### src/hw/bcr_params.svh
// offsets, field positions, reset values for the bus control register bank
// assumes inclusion by the bank module and the testbench
`ifndef BCR_PARAMS_SVH
`define BCR_PARAMS_SVH
`define BCR_ADDR_W 8
`define BCR_OFF_IDLE_BURST 8'h00
`define BCR_OFF_REL_WAIT 8'h01
`define BCR_OFF_ADDR_OUT 8'h02
`define BCR_RST_IDLE_BURST 8'hD0
`define BCR_RST_REL_WAIT 8'h08
`define BCR_RST_AE_ROMLESS 4'hD
`define BCR_RST_AE_ROM 4'h0
`define BCR_BIT_IDLE_AREAS 7
`define BCR_BIT_IDLE_RW 6
`define BCR_BIT_AREA0_BURST 5
`define BCR_BIT_BURST_LEN 4
`define BCR_BIT_BURST_WORDS 3
`define BCR_BIT_REL_EN 7
`define BCR_BIT_FIXED_ZERO 5
`define BCR_BIT_WAIT_EN 0
`define BCR_MODE_ROMLESS_A 3'h4
`define BCR_MODE_ROMLESS_B 3'h5
`define BCR_MODE_ROM_A 3'h6
`define BCR_MODE_ROM_B 3'h7
`define BCR_BURST_STATES_SHORT 2'h1
`define BCR_BURST_STATES_LONG 2'h2
`define BCR_BURST_WORDS_FEW 4'h4
`define BCR_BURST_WORDS_MANY 4'h8
`endif

### src/hw/bcr_pkg.sv
// types shared by the bus control register bank
// assumes bcr_params.svh on the include path
package bcr_pkg;
	typedef struct packed {
		logic start;
		logic [2:0] area;
		logic write;
		logic external;
	} bcr_cyc_s;
	typedef struct packed {
		logic [7:0] idle_burst_control;
		logic [7:0] bus_release_wait_control;
		logic [7:0] address_output_control;
	} bcr_regs_s;
endpackage

### src/hw/bcr_regs.sv
// bus controller control register bank: idle insertion, area 0 burst settings,
// bus release and wait enables, upper address pin enables
// assumes a single 50 MHz clock and a one-cycle strobe register port
//
// Contract
// - idle/burst register becomes D0 hex on power-on or hardware standby only.
// - idle bit set inserts one idle between reads in different areas.
// - read-write idle bit set inserts one idle between read and next write.
// - area 0 uses basic interface when burst select is 0, burst ROM when 1.
// - burst cycle lasts one state when length bit 0, two states when 1.
// - burst access limited to four words when limit bit 0, eight when 1.
// - release/wait register becomes 08 hex on power-on or hardware standby only.
// - bus released only with release enable; otherwise request pins are ports.
// - wait input sampled only with wait enable; otherwise wait pin is port.
// - bit 5 of release/wait register is not writable and reads 0.
// - address output register resets 0D hex in modes 4,5 and 00 in 6,7.
// - field k enables A8 upward through A(7+k); 15 enables A8 to A23.
// - selected pins drive address regardless of direction; others port when direction 1.
// - romless expanded mode resets field to 1101 and always drives A0 to A7.
// - expanded mode with ROM resets field to 0000; A0-A7 follow direction bits.
`timescale 1ns/1ps
`include "bcr_params.svh"

module bcr_regs
	import bcr_pkg::*;
#(
	parameter int ADDR_PINS = 24
) (
	// clock and reset
	input wire logic ref_clk_in,
	input wire logic rst_b_in,
	input wire logic hw_standby_in,
	input wire logic [2:0] mode_in,
	// register port
	input wire logic [`BCR_ADDR_W-1:0] reg_addr_in,
	input wire logic [7:0] reg_wdata_in,
	input wire logic reg_wr_in,
	input wire logic reg_rd_in,
	output logic [7:0] reg_rdata_out,
	// bus cycle sequencer
	input wire bcr_cyc_s cyc_in,
	output logic idle_insert_out,
	output logic burst_rom_out,
	output logic [1:0] burst_states_out,
	output logic [3:0] burst_max_words_out,
	// bus release and wait
	input wire logic bus_request_pin_in,
	input wire logic wait_pin_b_in,
	output logic bus_release_out,
	output logic release_pins_port_out,
	output logic wait_stretch_out,
	output logic wait_pin_port_out,
	// address pins
	input wire logic [ADDR_PINS-1:0] addr_in,
	input wire logic [ADDR_PINS-1:0] ddr_in,
	input wire logic [ADDR_PINS-1:0] port_data_in,
	output logic [ADDR_PINS-1:0] addr_pin_out,
	output logic [ADDR_PINS-1:0] addr_pin_oe_out,
	output bcr_regs_s regs_out
);

	// pin loops below are written for the full 24-pin address bus
	if (ADDR_PINS != 24) begin : g_pin_count_check
		$error("bcr_regs serves exactly 24 address pins");
	end

	// field value to upper pin mask
	function automatic logic [15:0] bcr_ae_mask(input logic [3:0] f);
		logic [15:0] m;
		m = 16'h0000;
		for (int i = 0; i < 16; i++) begin
			m[i] = (5'(i) < {1'b0, f}) || (f == 4'hF);
		end
		return m;
	endfunction

	function automatic logic bcr_is_romless(input logic [2:0] m);
		return (m == `BCR_MODE_ROMLESS_A) || (m == `BCR_MODE_ROMLESS_B);
	endfunction

	function automatic logic bcr_is_expanded(input logic [2:0] m);
		return bcr_is_romless(m) || (m == `BCR_MODE_ROM_A) || (m == `BCR_MODE_ROM_B);
	endfunction

	logic [7:0] idle_burst_control;
	logic [7:0] bus_release_wait_control;
	logic [3:0] address_output_enable_field;
	logic init_pend;
	logic romless;
	logic expanded;
	logic load_init;
	logic prev_valid;
	logic [2:0] prev_area;
	logic prev_write;
	logic next_idle;
	logic [15:0] upper_mask;

	logic idle_between_areas;
	logic idle_read_to_write;
	logic area0_burst_select;
	logic burst_cycle_length;
	logic burst_word_limit;
	logic bus_release_enable;
	logic wait_pin_enable;

	assign idle_between_areas = idle_burst_control[`BCR_BIT_IDLE_AREAS];
	assign idle_read_to_write = idle_burst_control[`BCR_BIT_IDLE_RW];
	assign area0_burst_select = idle_burst_control[`BCR_BIT_AREA0_BURST];
	assign burst_cycle_length = idle_burst_control[`BCR_BIT_BURST_LEN];
	assign burst_word_limit = idle_burst_control[`BCR_BIT_BURST_WORDS];
	assign bus_release_enable = bus_release_wait_control[`BCR_BIT_REL_EN];
	assign wait_pin_enable = bus_release_wait_control[`BCR_BIT_WAIT_EN];

	// init pulse: first edge after power-on release, or any standby cycle
	assign load_init = init_pend || hw_standby_in;

	always_ff @(posedge ref_clk_in or negedge rst_b_in) begin
		if (!rst_b_in) begin
			init_pend <= 1'b1;
		end else begin
			init_pend <= 1'b0;
		end
	end

	// mode captured with the init, not while running
	always_ff @(posedge ref_clk_in or negedge rst_b_in) begin
		if (!rst_b_in) begin
			romless <= 1'b0;
			expanded <= 1'b0;
		end else if (load_init) begin
			romless <= bcr_is_romless(mode_in);
			expanded <= bcr_is_expanded(mode_in);
		end
	end

	// no manual-reset input: only power-on and standby reinitialise
	always_ff @(posedge ref_clk_in or negedge rst_b_in) begin
		if (!rst_b_in) begin
			idle_burst_control <= `BCR_RST_IDLE_BURST;
		end else if (hw_standby_in) begin
			idle_burst_control <= `BCR_RST_IDLE_BURST;
		end else if (reg_wr_in && reg_addr_in == `BCR_OFF_IDLE_BURST) begin
			idle_burst_control <= reg_wdata_in;
		end
	end

	always_ff @(posedge ref_clk_in or negedge rst_b_in) begin
		if (!rst_b_in) begin
			bus_release_wait_control <= `BCR_RST_REL_WAIT;
		end else if (hw_standby_in) begin
			bus_release_wait_control <= `BCR_RST_REL_WAIT;
		end else if (reg_wr_in && reg_addr_in == `BCR_OFF_REL_WAIT) begin
			// bit 5 forced to 0, other bits kept as written; software keeps bit 3 high
			bus_release_wait_control <= reg_wdata_in & ~(8'h01 << `BCR_BIT_FIXED_ZERO);
		end
	end

	always_ff @(posedge ref_clk_in or negedge rst_b_in) begin
		if (!rst_b_in) begin
			address_output_enable_field <= `BCR_RST_AE_ROM;
		end else if (load_init) begin
			address_output_enable_field <= bcr_is_romless(mode_in) ?
				`BCR_RST_AE_ROMLESS : `BCR_RST_AE_ROM;
		end else if (reg_wr_in && reg_addr_in == `BCR_OFF_ADDR_OUT) begin
			address_output_enable_field <= reg_wdata_in[3:0];
		end
	end

	always_ff @(posedge ref_clk_in or negedge rst_b_in) begin
		if (!rst_b_in) begin
			reg_rdata_out <= 8'h00;
		end else if (reg_rd_in) begin
			case (reg_addr_in)
				`BCR_OFF_IDLE_BURST: reg_rdata_out <= idle_burst_control;
				`BCR_OFF_REL_WAIT: reg_rdata_out <= bus_release_wait_control;
				`BCR_OFF_ADDR_OUT: reg_rdata_out <= {4'h0, address_output_enable_field};
				default: reg_rdata_out <= 8'h00;
			endcase
		end else begin
			reg_rdata_out <= 8'h00;
		end
	end

	assign regs_out = '{idle_burst_control, bus_release_wait_control,
		{4'h0, address_output_enable_field}};

	// last external cycle, for idle decisions
	always_ff @(posedge ref_clk_in or negedge rst_b_in) begin
		if (!rst_b_in) begin
			prev_valid <= 1'b0;
			prev_area <= 3'h0;
			prev_write <= 1'b0;
		end else if (cyc_in.start && cyc_in.external) begin
			prev_valid <= 1'b1;
			prev_area <= cyc_in.area;
			prev_write <= cyc_in.write;
		end
	end

	// one flag, so both conditions still give a single idle state
	always_comb begin
		next_idle = 1'b0;
		if (cyc_in.start && cyc_in.external && prev_valid && !prev_write) begin
			if (idle_between_areas && !cyc_in.write && cyc_in.area != prev_area) begin
				next_idle = 1'b1;
			end
			if (idle_read_to_write && cyc_in.write) begin
				next_idle = 1'b1;
			end
		end
	end

	always_ff @(posedge ref_clk_in or negedge rst_b_in) begin
		if (!rst_b_in) begin
			idle_insert_out <= 1'b0;
		end else begin
			idle_insert_out <= next_idle;
		end
	end

	// burst settings for the area 0 sequencer
	always_ff @(posedge ref_clk_in or negedge rst_b_in) begin
		if (!rst_b_in) begin
			burst_rom_out <= 1'b0;
			burst_states_out <= `BCR_BURST_STATES_LONG;
			burst_max_words_out <= `BCR_BURST_WORDS_FEW;
		end else begin
			burst_rom_out <= area0_burst_select;
			burst_states_out <= burst_cycle_length ?
				`BCR_BURST_STATES_LONG : `BCR_BURST_STATES_SHORT;
			burst_max_words_out <= burst_word_limit ?
				`BCR_BURST_WORDS_MANY : `BCR_BURST_WORDS_FEW;
		end
	end

	always_ff @(posedge ref_clk_in or negedge rst_b_in) begin
		if (!rst_b_in) begin
			bus_release_out <= 1'b0;
			release_pins_port_out <= 1'b1;
			wait_stretch_out <= 1'b0;
			wait_pin_port_out <= 1'b1;
		end else begin
			bus_release_out <= bus_release_enable && bus_request_pin_in;
			release_pins_port_out <= !bus_release_enable;
			wait_stretch_out <= wait_pin_enable && !wait_pin_b_in;
			wait_pin_port_out <= !wait_pin_enable;
		end
	end

	assign upper_mask = bcr_ae_mask(address_output_enable_field);

	// pins: address where enabled, else port data when direction is out
	always_ff @(posedge ref_clk_in or negedge rst_b_in) begin
		if (!rst_b_in) begin
			addr_pin_out <= '0;
			addr_pin_oe_out <= '0;
		end else begin
			for (int i = 0; i < 8; i++) begin
				if (expanded && (romless || ddr_in[i])) begin
					addr_pin_out[i] <= addr_in[i];
					addr_pin_oe_out[i] <= 1'b1;
				end else begin
					addr_pin_out[i] <= port_data_in[i];
					addr_pin_oe_out[i] <= ddr_in[i];
				end
			end
			for (int i = 8; i < 24; i++) begin
				if (expanded && upper_mask[i-8]) begin
					addr_pin_out[i] <= addr_in[i];
					addr_pin_oe_out[i] <= 1'b1;
				end else begin
					addr_pin_out[i] <= port_data_in[i];
					addr_pin_oe_out[i] <= ddr_in[i];
				end
			end
		end
	end
endmodule // bcr_regs

### config.mk
export PLATFORM = sky130hd
export DESIGN_NAME = bcr_regs
export DESIGN_NICKNAME = d
export VERILOG_FILES = /design/src/hw/bcr_pkg.sv /design/src/hw/bcr_regs.sv
export VERILOG_INCLUDE_DIRS = /design/src /design/src/hw
export SDC_FILE = /design/constraint.sdc
export NUM_CORES = 1
export LEC_CHECK = 0
export BUFFER_PORTS_ARGS = -buffer_cell sky130_fd_sc_hd__buf_2
export CORE_UTILIZATION = 45
export CTS_CLUSTER_DIAMETER = 60
export DETAILED_ROUTE_END_ITERATION = 12
export GPL_ROUTABILITY_DRIVEN = 0
export PLACE_DENSITY = 0.89
export SLEW_MARGIN = 20
export SYNTH_ARGS = -nofsm -noshare
export SYNTH_HDL_FRONTEND = slang
export SYNTH_SLANG_ARGS = --single-unit
### constraint.sdc
create_clock -name ref_clk_in -period 1.8 [get_ports ref_clk_in]
set_input_delay 0.09 -clock ref_clk_in [delete_from_list [all_inputs] [get_ports ref_clk_in]]
set_output_delay 0.09 -clock ref_clk_in [all_outputs]
set_load 0.02 [all_outputs]
======== Word level (Yosys, flattened, before mapping) ========
Index checks and enable logic that the tools add are counted.
word-level totals
  flip-flop bits (word level) ............. 96
  logic and storage cells ................. 176
  input bits .............................. 104
  output and inout bits ................... 92
operators by class
  order comparisons ....................... 15
  multiplexer cells ....................... 62
  equal/unequal tests ..................... 8
  reductions and logical operators ........ 71
operator list
  kind                  count
  $mux W1               51
  $mux W8               5
  $logic_and A1 B1 Y1   35
  $lt A4 B4 Y1 const A  7
  $logic_or A1 B1 Y1    27
  $pmux W8 S3           1
  $lt A3 B4 Y1 const A  4
  $mux W4               4
  $eq A3 B3 Y1 const B  4
  $eq A8 B1 Y1 const B  1
  $eq A8 B2 Y1 const B  1
  $logic_not A8 Y1      1
  $lt A1 B4 Y1 const A  2
  $lt A2 B4 Y1 const A  2
  $reduce_bool A2 Y1    3
  $logic_not A1 Y1      5
  $eq A4 B4 Y1 const B  1
  $ne A3 B3 Y1          1
  $mux W2               1

======== Depth between registers and ports, before layout ========
  depth in word-level cells ............... 6
  mapped depth ............................ 5
  mapped depth without buffers ............ 3

======== Worst setup path before layout ========
Ideal clock, no wire load.
  kind .................................... register to register
  start point ............................. register address_output_enable_field[1]
  end point ............................... register addr_pin_out[8]
  library setup time ...................... 0.125 ns
  cell stages (with the launch flop) ...... 4
  data required time ...................... 1.675 ns
  buffers on the path ..................... 1
  arrival ................................. 1.483 ns
  clock period less this slack ............ 1.608 ns
  path slack .............................. 0.192 ns
  cells stage by stage .................... dfrtp_1 -> clkbuf_1 -> o41ai_1 -> mux2_2
between the ends
  cells in the longest elaborated chain, start to end .. 4
  elaborated cells between the ends (all ways) .. 5
  classes of those cells .................. 1 x order compare; 1 x eq/ne; 1 x mux; 2 x reduce/logical
RTL lines
  item                                                 line             RTL
  from (decl)                                          bcr_regs.sv:87   logic [3:0] address_output_enable_field;
  from (signal assigned)                               bcr_regs.sv:160  address_output_enable_field <= `BCR_RST_AE_ROM;
  from (signal assigned)                               bcr_regs.sv:162  address_output_enable_field <= bcr_is_romless(mode_in) ?
  from (signal assigned)                               bcr_regs.sv:165  address_output_enable_field <= reg_wdata_in[3:0];
  $lt A1 B4 Y1 / $eq A4 B4 Y1 (equally long branches)  bcr_regs.sv:72   m[i] = (5'(i) < {1'b0, f}) || (f == 4'hF);
  $logic_or A1 B1 Y1 (*)                               bcr_regs.sv:72
  $logic_and A1 B1 Y1 (*)                              bcr_regs.sv:268  if (expanded && upper_mask[i-8]) begin
  $mux W1 (*)                                          bcr_regs.sv:268
  to (signal, indexed assignment)                      bcr_regs.sv:263  addr_pin_out[i] <= port_data_in[i];
  to (signal, indexed assignment)                      bcr_regs.sv:269  addr_pin_out[i] <= addr_in[i];
  to (signal, indexed assignment)                      bcr_regs.sv:272  addr_pin_out[i] <= port_data_in[i];
  to (decl)                                            bcr_regs.sv:57   output logic [ADDR_PINS-1:0] addr_pin_out,
Every way passes the cells marked *; elsewhere a longest branch is shown, timed or not.
A chain may end at the register's enable or synchronous reset.

======== Final worst setup path ========
  start point ............................. register romless
  end point ............................... register addr_pin_out[0]
between the ends
  cells in the longest elaborated chain, start to end .. 3
RTL lines
  item                             line             RTL
  from (decl)                      bcr_regs.sv:89   logic romless;
  from (signal assigned)           bcr_regs.sv:131  romless <= bcr_is_romless(mode_in);
  $logic_or A1 B1 Y1               bcr_regs.sv:259  if (expanded && (romless || ddr_in[i])) begin
  $logic_and A1 B1 Y1              bcr_regs.sv:259
  $mux W1                          bcr_regs.sv:259
  to (signal, indexed assignment)  bcr_regs.sv:260  addr_pin_out[i] <= addr_in[i];
  to (signal, indexed assignment)  bcr_regs.sv:263
  to (signal, indexed assignment)  bcr_regs.sv:269
No other way between the ends.

==> results.md <==
- Status: finished, final reports clean
- Hold_ws: between 0.007 and 0.008 ns
- Post-Route WL: between 10000 and 15000 um
- Synth area leader: dfrtp_1
- Hold Vio Cnt, Final: 0
- Sw Share: 0.2832
- Pwr Density: approximately 740 mW/mm2
- Crit path cell chain: o21ai_0 > mux2_2 > dlygate4sd3_1
- H-tree levels: 3
- Crit Path Category: reg2reg
- Hold path depth: 3
- Final setup vio count: 0
- Synthesis-to-finish area growth: 54.73%
- Power share of the sequential group: 0.515
- Post-Syn Instances: roughly 310
- # rows: 33
- Top post-synthesis cells by area: dfrtp_1 55%, mux2_2 7.9%, nand2b_1 6.7%, dfstp_2 6.1%, mux2i_1 6.0%
- Worst Clk Skew: 0.01910 ns
- FMAX: between 500 and 600 MHz
- Min-delay worst type: in2reg
- Clock network power share: 0.297
- Crit path required time: 2.03 ns
- Syn Std Cell Area: around 0.0038 mm2
- Clock Latency Late Sink: roughly 0.36 ns
- Synth cell types: roughly 40
- R2R setup slack: between 0.02 and 0.025 ns
- Final routed DRC violation total: 0
- Die span in x: roughly 94 um
- Maximum clock insertion buffer count: 2
- Initial drt markers: 96
- Yosys warns: 0
- # diodes: 0
- FF+latch count, synth: just over 90
- First-pass GRT wire length: ~18000 um
- Num CTS Buffers: 9
- Die Span Y: roughly 94 um
- Post-DRT Antenna Nets: 0
- Most numerous cell in the Yosys netlist: dfrtp_1
- Die area: 0.008929 mm2
- Critical path launch point type: register
- Core ar.: just over 0.008 mm2
- Number of port buffers: around 190
- RSZ-0062 raised after global routing: true
- R2R Path End: addr_pin_out[0]
- Min Tclk post-route: between 1.5 and 2 ns
- Worst Setup End Kind: register
- Largest net degree at the start of global routing: 49
- Max-capacitance violation count: 0
- HP Start: reg_wdata_in[5]
- Worst VDD drop: approximately 0.47 mV
- Vias in the first global route: roughly 3700
- Max Slew Vio Count: 0
- Yosys top cell area share: 0.5460
- Net Sw Power: about 1.2 mW
- Io pins: roughly 200
- Actual slew at the worst max-slew pin: roughly 0.59 ns
- Top post-synthesis cells by count: 84 x dfrtp_1, 41 x nand2b_1, 27 x mux2_2
- Worst Path Max Fanout: 10
- Starting Density: 0.4662
- Vias: between 3000 and 4000
- Global route total overflow: 0
- Sequential Area: around 0.0023 mm2
- R2R depth: 3
- Internal power: ~3.2 mW
- First-pass detailed-route iteration total: 4
- Worst Path Arrival: 2.01 ns
- Period utilization: 0.9880
- # nets final: about 700
- Clock tree sinks: between 90 and 100
- CP max-delay cell: dlygate4sd3_1
- Syn Area/Cell: 12.26 um2
- Setup crit end: addr_pin_out[0]
- Multi-input gate area: around 0.0014 mm2
- CP peak stage delay: about 0.56 ns
- Final worst-path setup slack: between 0.02 and 0.025 ns
- Via density: approximately 5.1
- Post-synth EDFFs: 0
- Clk slew on worst S/H paths: ~0.09 ns
- WL/cell: between 15 and 20 um
- Leak: slightly below 3 nW
- Logic pwr share: 0.188
- Share of layout cells above drive strength 1: 0.4372
- CTS tree: done
- FFs w/ async S/R, synth: 1.000
- All-Layer GR Usage: 0.2723
- Slew margin rel.: 0.6017
- Register area share after synthesis: 0.6074
- Ys flop type: dfrtp_1
- Initial antenna violation count: 0
- Fillers: ~580
- CP startpoint: romless
- Worst r2r src: romless
- DP Wirelength: 7232 um
- Root Driver: clkbuf_8
- Pre-CTS setup slack: between 0.15 and 0.2 ns
==> sequential cells by signal, summed over array words and instances (netlist names), 3 cells and up <==
signal / count
address_output_enable_field: 4
addr_pin_oe_out: 24
reg_rdata_out: 8
bus_release_wait_control: 7
addr_pin_out: 24
prev_area: 3
idle_burst_control: 8
==> placed cells by master (no fill, tap or decap), drive strengths merged, types with 2 or more instances in the layout <==
master | netlist | final
a21o | 2 | 2
a21oi | 5 | 5
a31oi | 3 | 3
and2 | 3 | 3
buf | 8 | 199
clkbuf | 14 | 10
clkinvlp | 0 | 3
conb | 1 | 8
dfrtp | 84 | 84
dfstp | 9 | 9
dlygate4sd3 | 0 | 83
inv | 7 | 9
mux2 | 27 | 27
mux2i | 23 | 23
nand2 | 20 | 20
nand2b | 41 | 41
nand3 | 2 | 2
nor2 | 15 | 15
nor4 | 4 | 4
nor4bb | 3 | 3
o21ai | 13 | 13
o31ai | 2 | 2
o32a | 3 | 3
or2 | 7 | 7
or3 | 2 | 2
xor2 | 3 | 3
==> power by group through the flow <==
stage | logic [mW] | clock network [mW] | registers [mW]
floorplan | 0.240 | 0 | 2.39
global placement | 0.623 | 0 | 2.29
detailed placement | 0.645 | 0 | 2.29
CTS | 0.797 | 1.33 | 2.25
global route | 0.886 | 1.42 | 2.27
finish | 0.825 | 1.31 | 2.26
==> worst min-delay path by stage <==
stage | slack, ns | to
4_1_cts | 0.0007 | bus_release_wait_control[7]
3_3_place_gp | 0.02 | addr_pin_oe_out[21]
6_report | 0.008 | idle_burst_control[5]
5_1_grt | 0.009 | idle_burst_control[7]
2_1_floorplan | -0.21 | addr_pin_oe_out[0]
3_5_place_dp | 0.03 | addr_pin_oe_out[21]
==> cells by family after synthesis <==
logic type | count (synthesis) | share of synthesized area
AOI/OAI and AO/OA | 33 | 0.05492
muxes | 50 | 0.1388
DFF | 93 | 0.6074
and+or+nand+nor | 105 | 0.1557
buffers and inverters | 29 | 0.03542
other | 1 | 0.0009740
xor gates and xnor gates | 3 | 0.006826
==> cell type report <==
class                   instances  share of cell area
clock inverters                 6            0.007561
clock buffers                  10             0.02310
multi-input cells             199              0.2352
repair buffers                282              0.3149
well taps                     105             0.02205
flip-flops and latches         93              0.3928
inverters                       7            0.004411
==> repair_timing <==
item,4_1_cts,5_1_grt
setup endpoints to repair,0,9
hold buffers,83,0
gates resized for setup,0,5
buffers inserted,0,0
hold endpoints to repair,83,0
==> critical path, delay by kind of cell (launching register included) <==
family | cells | cell delay, ns
mux | 1 | 0.36
compound gates | 1 | 0.25
buf+inv | 1 | 0.56
flops | 1 | 0.50
==> stage by stage <==
stage	utilization	setup TNS, ns	power, mW	instances	instance area [um2]
after floorplan	-	0	2.634	321	3876
after global placement	0.5980	0	2.911	603	4938
after detailed placement	0.5980	0	2.938	603	4938
after CTS	0.7208	0	4.378	702	5952
after global routing	0.7214	-0.03705	4.576	702	5957
final	0.7214	0	4.397	702	5957
==> metal layers <==
layer | share of wire | routed length, um | global-route usage | vias to the layer above
li1 | - | - | - | 1607
met1 | 0.38 | 4460 | 0.3048 | 1729
met2 | 0.53 | 6301 | 0.5012 | 180
met3 | 0.066 | 789 | 0.04831 | 30
met4 | 0.027 | 325 | 0.1250 | 0
met5 | 0 | 0 | 0 | -
Note: power is estimated with default switching activity, not from simulation.
